**src/rtl/ram_defs.vh**
```
// register addresses, field positions and widths of the alarm match block
// assumes a 4-bit internal register address from the serial front end
`ifndef RAM_DEFS_VH
`define RAM_DEFS_VH

`define RAM_ADDR_W          4
`define RAM_ADDR_WALM_MIN   4'h8
`define RAM_ADDR_WALM_HOUR  4'h9
`define RAM_ADDR_WALM_WDAY  4'hA
`define RAM_ADDR_DALM_MIN   4'hB
`define RAM_ADDR_DALM_HOUR  4'hC

`define RAM_MIN_W           7
`define RAM_HOUR_W          6
`define RAM_WDAY_W          3
`define RAM_WDAY_EN_W       7
`define RAM_HOUR_PM_BIT     5
`define RAM_WDAY_UNUSED     3'h7
`define RAM_RDATA_ZERO      8'h00

`endif

```
**src/rtl/ram_alarm_cmp.v**
```verilog
// alarm time comparator for one alarm channel
// assumes time and alarm fields share the same bcd and hour-mode encoding
`timescale 1ns/1ps
`default_nettype none
`include "ram_defs.vh"

module ram_alarm_cmp #(
  parameter USE_WDAY = 1
) (
  input  wire [`RAM_MIN_W-1:0]     i_cur_min,
  input  wire [`RAM_HOUR_W-1:0]    i_cur_hour,
  input  wire [`RAM_WDAY_W-1:0]    i_cur_wday,
  input  wire [`RAM_MIN_W-1:0]     i_alm_min,
  input  wire [`RAM_HOUR_W-1:0]    i_alm_hour,
  input  wire [`RAM_WDAY_EN_W-1:0] i_alm_wday_en,
  output wire                      o_match
);

  // one-hot weekday decode; code 111 hits no enable bit
  function [`RAM_WDAY_EN_W-1:0] ram_wday_dec;
    input [`RAM_WDAY_W-1:0] code;
    integer n;
    begin
      ram_wday_dec = {`RAM_WDAY_EN_W{1'b0}};
      for (n = 0; n < `RAM_WDAY_EN_W; n = n + 1) begin
        if (code == n[`RAM_WDAY_W-1:0]) begin
          ram_wday_dec[n] = 1'b1;
        end
      end
    end
  endfunction

  wire time_eq;
  wire wday_ok;

  // bit 5 compares as pm flag or tens-two alike, raw encoding matches
  assign time_eq = (i_cur_min == i_alm_min) && (i_cur_hour == i_alm_hour);

  generate
    if (USE_WDAY != 0) begin : g_wday
      // all enables zero suppresses the alarm; code 111 never fires
      assign wday_ok = |(ram_wday_dec(i_cur_wday) & i_alm_wday_en);
    end else begin : g_nowday
      assign wday_ok = 1'b1;
    end
  endgenerate

  assign o_match = time_eq & wday_ok;

endmodule // ram_alarm_cmp

`default_nettype wire

```
**src/rtl/ram_alarm_regs.v**
```verilog
// alarm value registers and minute-match event generation
// assumes a register front end supplying address, write strobe and data,
// and time counters with a one-cycle pulse when the minute counter updates
//
// Overview of operation
// - the weekly weekday register holds seven enables in bits 6..0, one per weekday code 0..6, bit 7 reads zero.
// - with all seven weekday enables zero the weekly alarm never fires.
// - weekly alarm hour bit 5 is the pm flag in 12-hour mode and tens-two in 24-hour mode.
// - daily alarm hour bit 5 is the pm flag in 12-hour mode and tens-two in 24-hour mode.
// - in 12-hour mode midnight is hour 12 and noon is 32, later pm hours are flag plus bcd hour.
// - an alarm fires only when minute and hour match, and for weekly also an enabled weekday.
// - daily minute holds bits 6..0 with bit 7 zero, daily hour holds bits 5..0 with bits 7..6 zero.
// - the weekday enable register sits at address a, its top bit is dropped on write and reads zero.
// - alarm value bits are undefined after power-up, only unused bits read zero.
// - weekday code steps 0..6 and wraps, code 7 matches no enable.
`timescale 1ns/1ps
`default_nettype none
`include "ram_defs.vh"

module ram_alarm_regs (
  input  wire                      i_mclk,
  input  wire                      i_nrst,
  input  wire [`RAM_ADDR_W-1:0]    i_addr,
  input  wire                      i_wr,
  input  wire [7:0]                i_wdata,
  input  wire [`RAM_MIN_W-1:0]     i_cur_min,
  input  wire [`RAM_HOUR_W-1:0]    i_cur_hour,
  input  wire [`RAM_WDAY_W-1:0]    i_cur_wday,
  input  wire                      i_min_tick,
  output reg  [7:0]                o_rdata,
  output reg                       o_weekly_alarm,
  output reg                       o_daily_alarm
);

  // alarm values carry no reset: contents undefined after power-up
  reg [`RAM_MIN_W-1:0]     walm_min_r;
  reg [`RAM_HOUR_W-1:0]    walm_hour_r;
  reg [`RAM_WDAY_EN_W-1:0] walm_wday_en_r;
  reg [`RAM_MIN_W-1:0]     dalm_min_r;
  reg [`RAM_HOUR_W-1:0]    dalm_hour_r;

  reg [7:0]                rdata_nxt;
  wire                     weekly_match;
  wire                     daily_match;

  // register writes; unused top bits are dropped
  always @(posedge i_mclk) begin
    if (i_wr) begin
      case (i_addr)
        `RAM_ADDR_WALM_MIN: begin
          walm_min_r <= i_wdata[`RAM_MIN_W-1:0];
        end
        `RAM_ADDR_WALM_HOUR: begin
          walm_hour_r <= i_wdata[`RAM_HOUR_W-1:0];
        end
        `RAM_ADDR_WALM_WDAY: begin
          walm_wday_en_r <= i_wdata[`RAM_WDAY_EN_W-1:0];
        end
        `RAM_ADDR_DALM_MIN: begin
          dalm_min_r <= i_wdata[`RAM_MIN_W-1:0];
        end
        `RAM_ADDR_DALM_HOUR: begin
          dalm_hour_r <= i_wdata[`RAM_HOUR_W-1:0];
        end
        default: begin
        end
      endcase
    end
  end

  // read mux; unused bits and unmapped addresses read zero
  always @* begin
    rdata_nxt = `RAM_RDATA_ZERO;
    case (i_addr)
      `RAM_ADDR_WALM_MIN: begin
        rdata_nxt = {1'b0, walm_min_r};
      end
      `RAM_ADDR_WALM_HOUR: begin
        rdata_nxt = {2'b00, walm_hour_r};
      end
      `RAM_ADDR_WALM_WDAY: begin
        rdata_nxt = {1'b0, walm_wday_en_r};
      end
      `RAM_ADDR_DALM_MIN: begin
        rdata_nxt = {1'b0, dalm_min_r};
      end
      `RAM_ADDR_DALM_HOUR: begin
        rdata_nxt = {2'b00, dalm_hour_r};
      end
      default: begin
        rdata_nxt = `RAM_RDATA_ZERO;
      end
    endcase
  end

  ram_alarm_cmp #(
    .USE_WDAY (1)
  ) u_weekly_cmp (
    .i_cur_min     (i_cur_min),
    .i_cur_hour    (i_cur_hour),
    .i_cur_wday    (i_cur_wday),
    .i_alm_min     (walm_min_r),
    .i_alm_hour    (walm_hour_r),
    .i_alm_wday_en (walm_wday_en_r),
    .o_match       (weekly_match)
  );

  ram_alarm_cmp #(
    .USE_WDAY (0)
  ) u_daily_cmp (
    .i_cur_min     (i_cur_min),
    .i_cur_hour    (i_cur_hour),
    .i_cur_wday    (i_cur_wday),
    .i_alm_min     (dalm_min_r),
    .i_alm_hour    (dalm_hour_r),
    .i_alm_wday_en ({`RAM_WDAY_EN_W{1'b0}}),
    .o_match       (daily_match)
  );

  // one-cycle events only on a minute update that matches
  always @(posedge i_mclk or negedge i_nrst) begin
    if (!i_nrst) begin
      o_rdata        <= `RAM_RDATA_ZERO;
      o_weekly_alarm <= 1'b0;
      o_daily_alarm  <= 1'b0;
    end else begin
      o_rdata        <= rdata_nxt;
      o_weekly_alarm <= i_min_tick & weekly_match;
      o_daily_alarm  <= i_min_tick & daily_match;
    end
  end

endmodule // ram_alarm_regs

`default_nettype wire

```
**config.mk**
```make
export PLATFORM = sky130hd
export DESIGN_NAME = ram_alarm_regs
export DESIGN_NICKNAME = d
export VERILOG_FILES = /design/src/rtl/ram_alarm_cmp.v /design/src/rtl/ram_alarm_regs.v
export VERILOG_INCLUDE_DIRS = /design/src /design/src/rtl
export SDC_FILE = /design/constraint.sdc
export NUM_CORES = 1
export LEC_CHECK = 0
export BUFFER_PORTS_ARGS = -buffer_cell sky130_fd_sc_hd__clkbuf_2
export CAP_MARGIN = 20
export CORE_ASPECT_RATIO = 1.2
export CORE_UTILIZATION = 45
export DETAILED_ROUTE_END_ITERATION = 10
export GPL_TIMING_DRIVEN = 0
export PLACE_DENSITY = 0.68
export SLEW_MARGIN = 10
export SYNTH_ARGS = -nofsm -noshare
export SYNTH_HDL_FRONTEND = slang
export SYNTH_SLANG_ARGS = --single-unit
```
**constraint.sdc**
```tcl
create_clock -name i_mclk -period 1.59 [get_ports i_mclk]
set_input_delay 0.3975 -clock i_mclk [delete_from_list [all_inputs] [get_ports i_mclk]]
set_output_delay 0.3975 -clock i_mclk [all_outputs]
set_load 0.01 [all_outputs]
```
[Word level (Yosys, flattened, before mapping)]
Index checks and enable logic that the tools add are counted.
W data, S select, Z words.
Operators by class
  eq/ne operators: 15
  multiplexer cells: 8
  bitwise gates (word level): 4
  reduce and logical (&&, ||, !) cells: 9
Operators with widths (count)
  $pmux W7 S5: 1
  $eq A4 B4 Y1 const B: 5
  $eq A7 B7 Y1: 2
  $eq A6 B6 Y1: 2
  $reduce_and A2 Y1: 5
  $eq A3 B3 Y1 const B: 3
  $and A7 B7 Y7: 1
  $mux W1: 7
  $reduce_or A7 Y1: 1
  $eq A3 B2 Y1 const B: 2
  $and A1 B1 Y1: 3
  $eq A3 B1 Y1 const B: 1
  $logic_not A3 Y1: 1
  $logic_and A1 B1 Y1: 2
Storage, ports and cells
  bits in registers: 43
  bits of input ports: 32
  output and inout port bits: 10
  word-level logic and storage cells: 44

[Depth between registers and ports, before layout]
  word-level depth: 6
  depth in mapped cells: 4
  gate-level depth less buffers: 4

[By module]
Synthesis repeated with hierarchy kept, for this count alone.
Unflattened totals
  cells, all modules: 125
  area, all modules: 1929.4 sq um
Modules (own cells, without submodules)
  ram_alarm_regs: instances 1, cells each 84, area an instance 1574.0 sq um, sequential area each 1216.2 sq um
  ram_alarm_cmp (u_weekly_cmp): instances 1, cells each 24, area an instance 210.2 sq um, sequential area each 0.0 sq um
  ram_alarm_cmp (u_daily_cmp): instances 1, cells each 17, area an instance 145.1 sq um, sequential area each 0.0 sq um

[Worst setup path after synthesis]
Ideal clock, no wire load.
  path kind: input -> register
  start: input port i_addr[1]
  end: register walm_min_r[0] (enable)
  library setup time: 326 ps
  data arrival time: 1098 ps
  path slack: 166 ps
  stages on the path: 2
  path buffers: 0
  cells stage by stage: nor4b_4 -> and2_1
On the way
  longest elaborated chain between the ends: 2
RTL lines
  start: declaration: line ram_alarm_regs.v:23  | input wire [`RAM_ADDR_W-1:0] i_addr,
  $eq A4 B4 Y1: line ram_alarm_regs.v:49  | case (i_addr)
  $reduce_and A2 Y1 (no line)
  end signal: assignment: line ram_alarm_regs.v:51  | walm_min_r <= i_wdata[`RAM_MIN_W-1:0];
  end: declaration: line ram_alarm_regs.v:36  | reg [`RAM_MIN_W-1:0] walm_min_r;
Every way passes these cells.
A chain may end at the register's enable or synchronous reset.

[Worst setup path in the final report]
  start: input port i_addr[1]
  end: register walm_min_r[1] (enable)
The elaborated chain is that of the path after synthesis.

==> impl_metrics.py <==
metrics = {
    "outcome": {
        "outcome": "completed",
    },
    "final_layout": {
        "share_of_final_layout_standard_cells_stronger_than_drive_strength_1_pct": 32.0,
        "design.final.nets": 203,
        "stdcell_count": 226,
        "area_growth_pct": 22.7,
        "antenna_cells": 0,
    },
    "floorplan": {
        "floorplan.rows": 25,
        "start_util_pct": 46.8,
        "design.die.area_sq_mm": 0.00436,
        "core_footprint_sq_mm": 0.00394,
        "io_pins": 42,
        "chipWidth_microns": 60.4,
        "die_height_microns": 72.1,
    },
    "worst_setup_path": {
        "critical_path_peak_fanout": 8,
        "crit_path_max_incr_delay_ns": 0.57,
        "timing_worst_setup_path_type": "in2reg",
        "timing.critical_path.required_ns": 1.58,
        "critPathCaptureType": "flip-flop",
        "timing.reg2reg.worst_path_depth": 4,
        "cp_cell_sequence": "clkbuf_2 -> nor4b_4 -> and2_2",
        "critical_path_arrival_ns": 1.50,
        "startpoint_of_the_lowest_slack_register_to_register_path": "walm_min_r[5]$_DFFE_PP_",
        "setup.worst_path.start_class": "primary input",
        "reg2reg_setup_slack_ns": 0.27,
        "crit-reg2reg-capture": "o_weekly_alarm$_DFF_PN0_",
        "critical_path.slowest_cell": "sky130_fd_sc_hd__nor4b_4",
    },
    "sta": {
        "finalMaxSlewViolations": 0,
        "postLayoutSetupSlackWorst_ns": 0.0785,
        "setup_repair_after_global_routing_missed_its_margin": "false",
        "timing_hold_violations_final": 0,
        "fin_worst_skew_ns": 0.00523,
        "total_setup_violations_reported_at_the_end_of_the_flow": 0,
        "final.min_clock_period_ns": 1.51,
        "max_slew.worst_pin.slew_ns": 0.561,
        "slew_headroom_pct": 62.4,
        "final_worst_path_cycle_share_pct": 95.1,
        "final.hold.worst_slack_ns": 0.310,
        "clock.fmax_mhz": 662,
    },
    "worst_hold_path": {
        "holdCritPathClass": "in2reg",
        "hold_end": "walm_wday_en_r[6]$_DFFE_PP_",
        "min_from": "i_wdata[6]",
        "worst_hold_path.num_cells": 1,
    },
    "clock_tree": {
        "max-clock-path-buffers": 2,
        "clk-insertion-delay-late_ns": 0.30,
        "cts.sinks": 42,
        "buffer_cell_driving_the_clock_tree_root": "sky130_fd_sc_hd__clkbuf_8",
        "cts_htree_levels": 2,
        "tritoncts": "done",
        "cts_inserted_buffers": 5,
        "clk_transition_reported_paths_ns": 0.08,
    },
    "routing": {
        "number_of_routed_nets_with_antenna_violations": 0,
        "via_per_inst": 5.31,
        "m1WireLength_microns": 1580,
        "drt_pre_antenna_iters": 6,
        "dr.first_iter.drc_count": 74,
        "dr_wl_met2_microns": 2020,
        "post-route-drc-count": 0,
        "routed-wl-met3_microns": 216,
        "detailroute.via_count": 1199,
        "routed.top_layer": "met4",
        "wirelength_per_cell_microns": 17.1,
        "routed_wirelength_microns": 3870,
    },
    "grt": {
        "grt_start_max_net_pins": 15,
        "wire_length_of_the_first_global_routing_pass_microns": 5920,
        "gr-total-overflow": 0,
        "antenna_found_initial": 0,
        "first_global_vias": 1209,
        "track_usage_pct": 19.7,
    },
    "placed_design": {
        "place.detailed.hpwl_microns": 2960,
        "port-buffer-count": 39,
        "place.detailed.instances": 217,
        "gp_congestion": 0.886,
        "dpl_worst_slack_ns": -0.350,
    },
    "power_and_ir_drop": {
        "pwr_density_mw_per_mm2": 1060,
        "power.total_mw": 2.40,
        "p_leak_nw": 0.879,
        "power.ir.vdd_worst_mv": 0.568,
    },
    "yosys": {
        "synthDistinctLibCells": 25,
        "post_synth_instance_area_sq_mm": 0.00184,
        "synthCells": 124,
        "synth_top_area_share_pct": 53.8,
        "synthesis.nets": 156,
        "ys_top_cells_by_area": "sky130_fd_sc_hd__edfxtp_1 (54%), sky130_fd_sc_hd__dfrtp_1 (12%), sky130_fd_sc_hd__xnor2_1 (8.6%), sky130_fd_sc_hd__a22oi_1 (4.9%), sky130_fd_sc_hd__xor2_1 (3.8%)",
        "synth.yosys.seq_area_share_pct": 66.0,
        "warnings_synthesis": 0,
        "ys_ff_latch": 42,
        "avgSynthCellArea_sq_um": 14.9,
        "post-synth-top-area-cell": "sky130_fd_sc_hd__edfxtp_1",
    },
    "job": {
        "max_cap_viol_count": 0,
    },
}
## final cells by class
type,count,area (sq um)
fillers,335,1680
flip-flops and latches,42,1220
multi-input cells,78,607
repair buffers,40,205
clock buffers,5,68.8
clock inverters,3,68.8
well taps,54,67.6
plain buffers,3,23.8
inverters,1,3.75
## worst max path at each step
stage	slack, ns	endpoint	cells after the start	from
3_3_place_gp	-0.33	walm_min_r[4]$_DFFE_PP_	3	i_addr[1]
4_1_cts	0.01	dalm_hour_r[1]$_DFFE_PP_	4	i_addr[2]
6_report	0.08	walm_min_r[1]$_DFFE_PP_	3	i_addr[1]
5_1_grt	0.06	walm_min_r[0]$_DFFE_PP_	3	i_addr[1]
3_5_place_dp	-0.35	walm_min_r[4]$_DFFE_PP_	3	i_addr[1]
2_1_floorplan	0.17	walm_min_r[0]$_DFFE_PP_	2	i_addr[1]
## registers in the layout (all words and copies together) (netlist names)
register	cells
dalm_min_r	7
o_weekly_alarm	1
walm_hour_r	6
dalm_hour_r	6
walm_wday_en_r	7
walm_min_r	7
o_rdata	7
o_daily_alarm	1
## through the flow
| step | cell area [sq um] | util [%] | setup TNS [ns] |
|---|---|---|---|
| floorplan | 1840 | - | 0 |
| global placement | 2110 | 53.4 | -6.12 |
| detailed placement | 2110 | 53.4 | -6.96 |
| CTS | 2250 | 57.2 | 0 |
| global route | 2260 | 57.4 | 0 |
| finish | 2260 | 57.4 | 0 |
## worst max-delay path: cells and delay by family
family	cells	cell delay, ns
simple gates	2	0.95
buf+inv	1	0.14
## what timing repair did
item,4_1_cts,5_1_grt
setup endpoints to repair,7,6
hold buffers,1,0
gates cloned,0,0
resized for setup,1,1
endpoints found under the hold margin,9,0
buffers inserted,0,0
## logic make-up after synthesis
| family | share of synthesized area, % |
|---|---|
| buf+inv | 1.49 |
| other cells | 0.203 |
| xor+xnor | 12.4 |
| flops | 66.0 |
| simple gates | 11.9 |
| mux | 2.31 |
| compound gates | 5.77 |
## per-layer routing
| layer | track usage [%] | up-vias |
|---|---|---|
| li1 | - | 564 |
| met1 | 23.5 | 583 |
| met2 | 33.6 | 47 |
| met3 | 5.53 | 5 |
| met4 | 7.32 | 0 |
| met5 | 0 | - |
## synth_stat cells
cell and instances:
sky130_fd_sc_hd__edfxtp_1 33, sky130_fd_sc_hd__xnor2_1 18, sky130_fd_sc_hd__a22oi_1 12, sky130_fd_sc_hd__dfrtp_1 9, sky130_fd_sc_hd__nand2_1 8, sky130_fd_sc_hd__nand3_1 8
sky130_fd_sc_hd__xor2_1 8, sky130_fd_sc_hd__and2_1 5, sky130_fd_sc_hd__nand4_1 4, sky130_fd_sc_hd__nor4_1 3, sky130_fd_sc_hd__mux2i_1 2, sky130_fd_sc_hd__a222oi_1 1
sky130_fd_sc_hd__and4b_1 1, sky130_fd_sc_hd__and4bb_1 1, sky130_fd_sc_hd__and4bb_2 1, sky130_fd_sc_hd__buf_2 1, sky130_fd_sc_hd__buf_4 1, sky130_fd_sc_hd__buf_6 1
sky130_fd_sc_hd__conb_1 1, sky130_fd_sc_hd__inv_1 1, sky130_fd_sc_hd__mux4_2 1, sky130_fd_sc_hd__nor3_1 1, sky130_fd_sc_hd__nor3_2 1, sky130_fd_sc_hd__nor4b_4 1
sky130_fd_sc_hd__o22ai_1 1
## cell usage in the layout (no fill, tap or decap), drive strengths merged
cell / n
o22ai: 1
a22oi: 12
nor3: 2
and2: 5
dfrtp: 9
nor4: 3
and4b: 1
clkinv: 1
a222oi: 1
nand4: 4
dlygate4sd3: 1
nand2: 8
mux2i: 2
nor4b: 1
inv: 1
mux4: 1
xnor2: 18
and4bb: 2
bufinv: 2
clkbuf: 44
buf: 3
edfxtp: 33
xor2: 8
conb: 1
nand3: 8
## where the power goes
| group | total, mW | switching, mW | internal (mW) |
|---|---|---|---|
| sequential | 1.23 | 0.0139 | 1.21 |
| clock | 0.986 | 0.357 | 0.628 |
| combinational | 0.185 | 0.0989 | 0.0858 |
| total | 2.40 | 0.470 | 1.93 |
(Power assumes the default switching activity.)
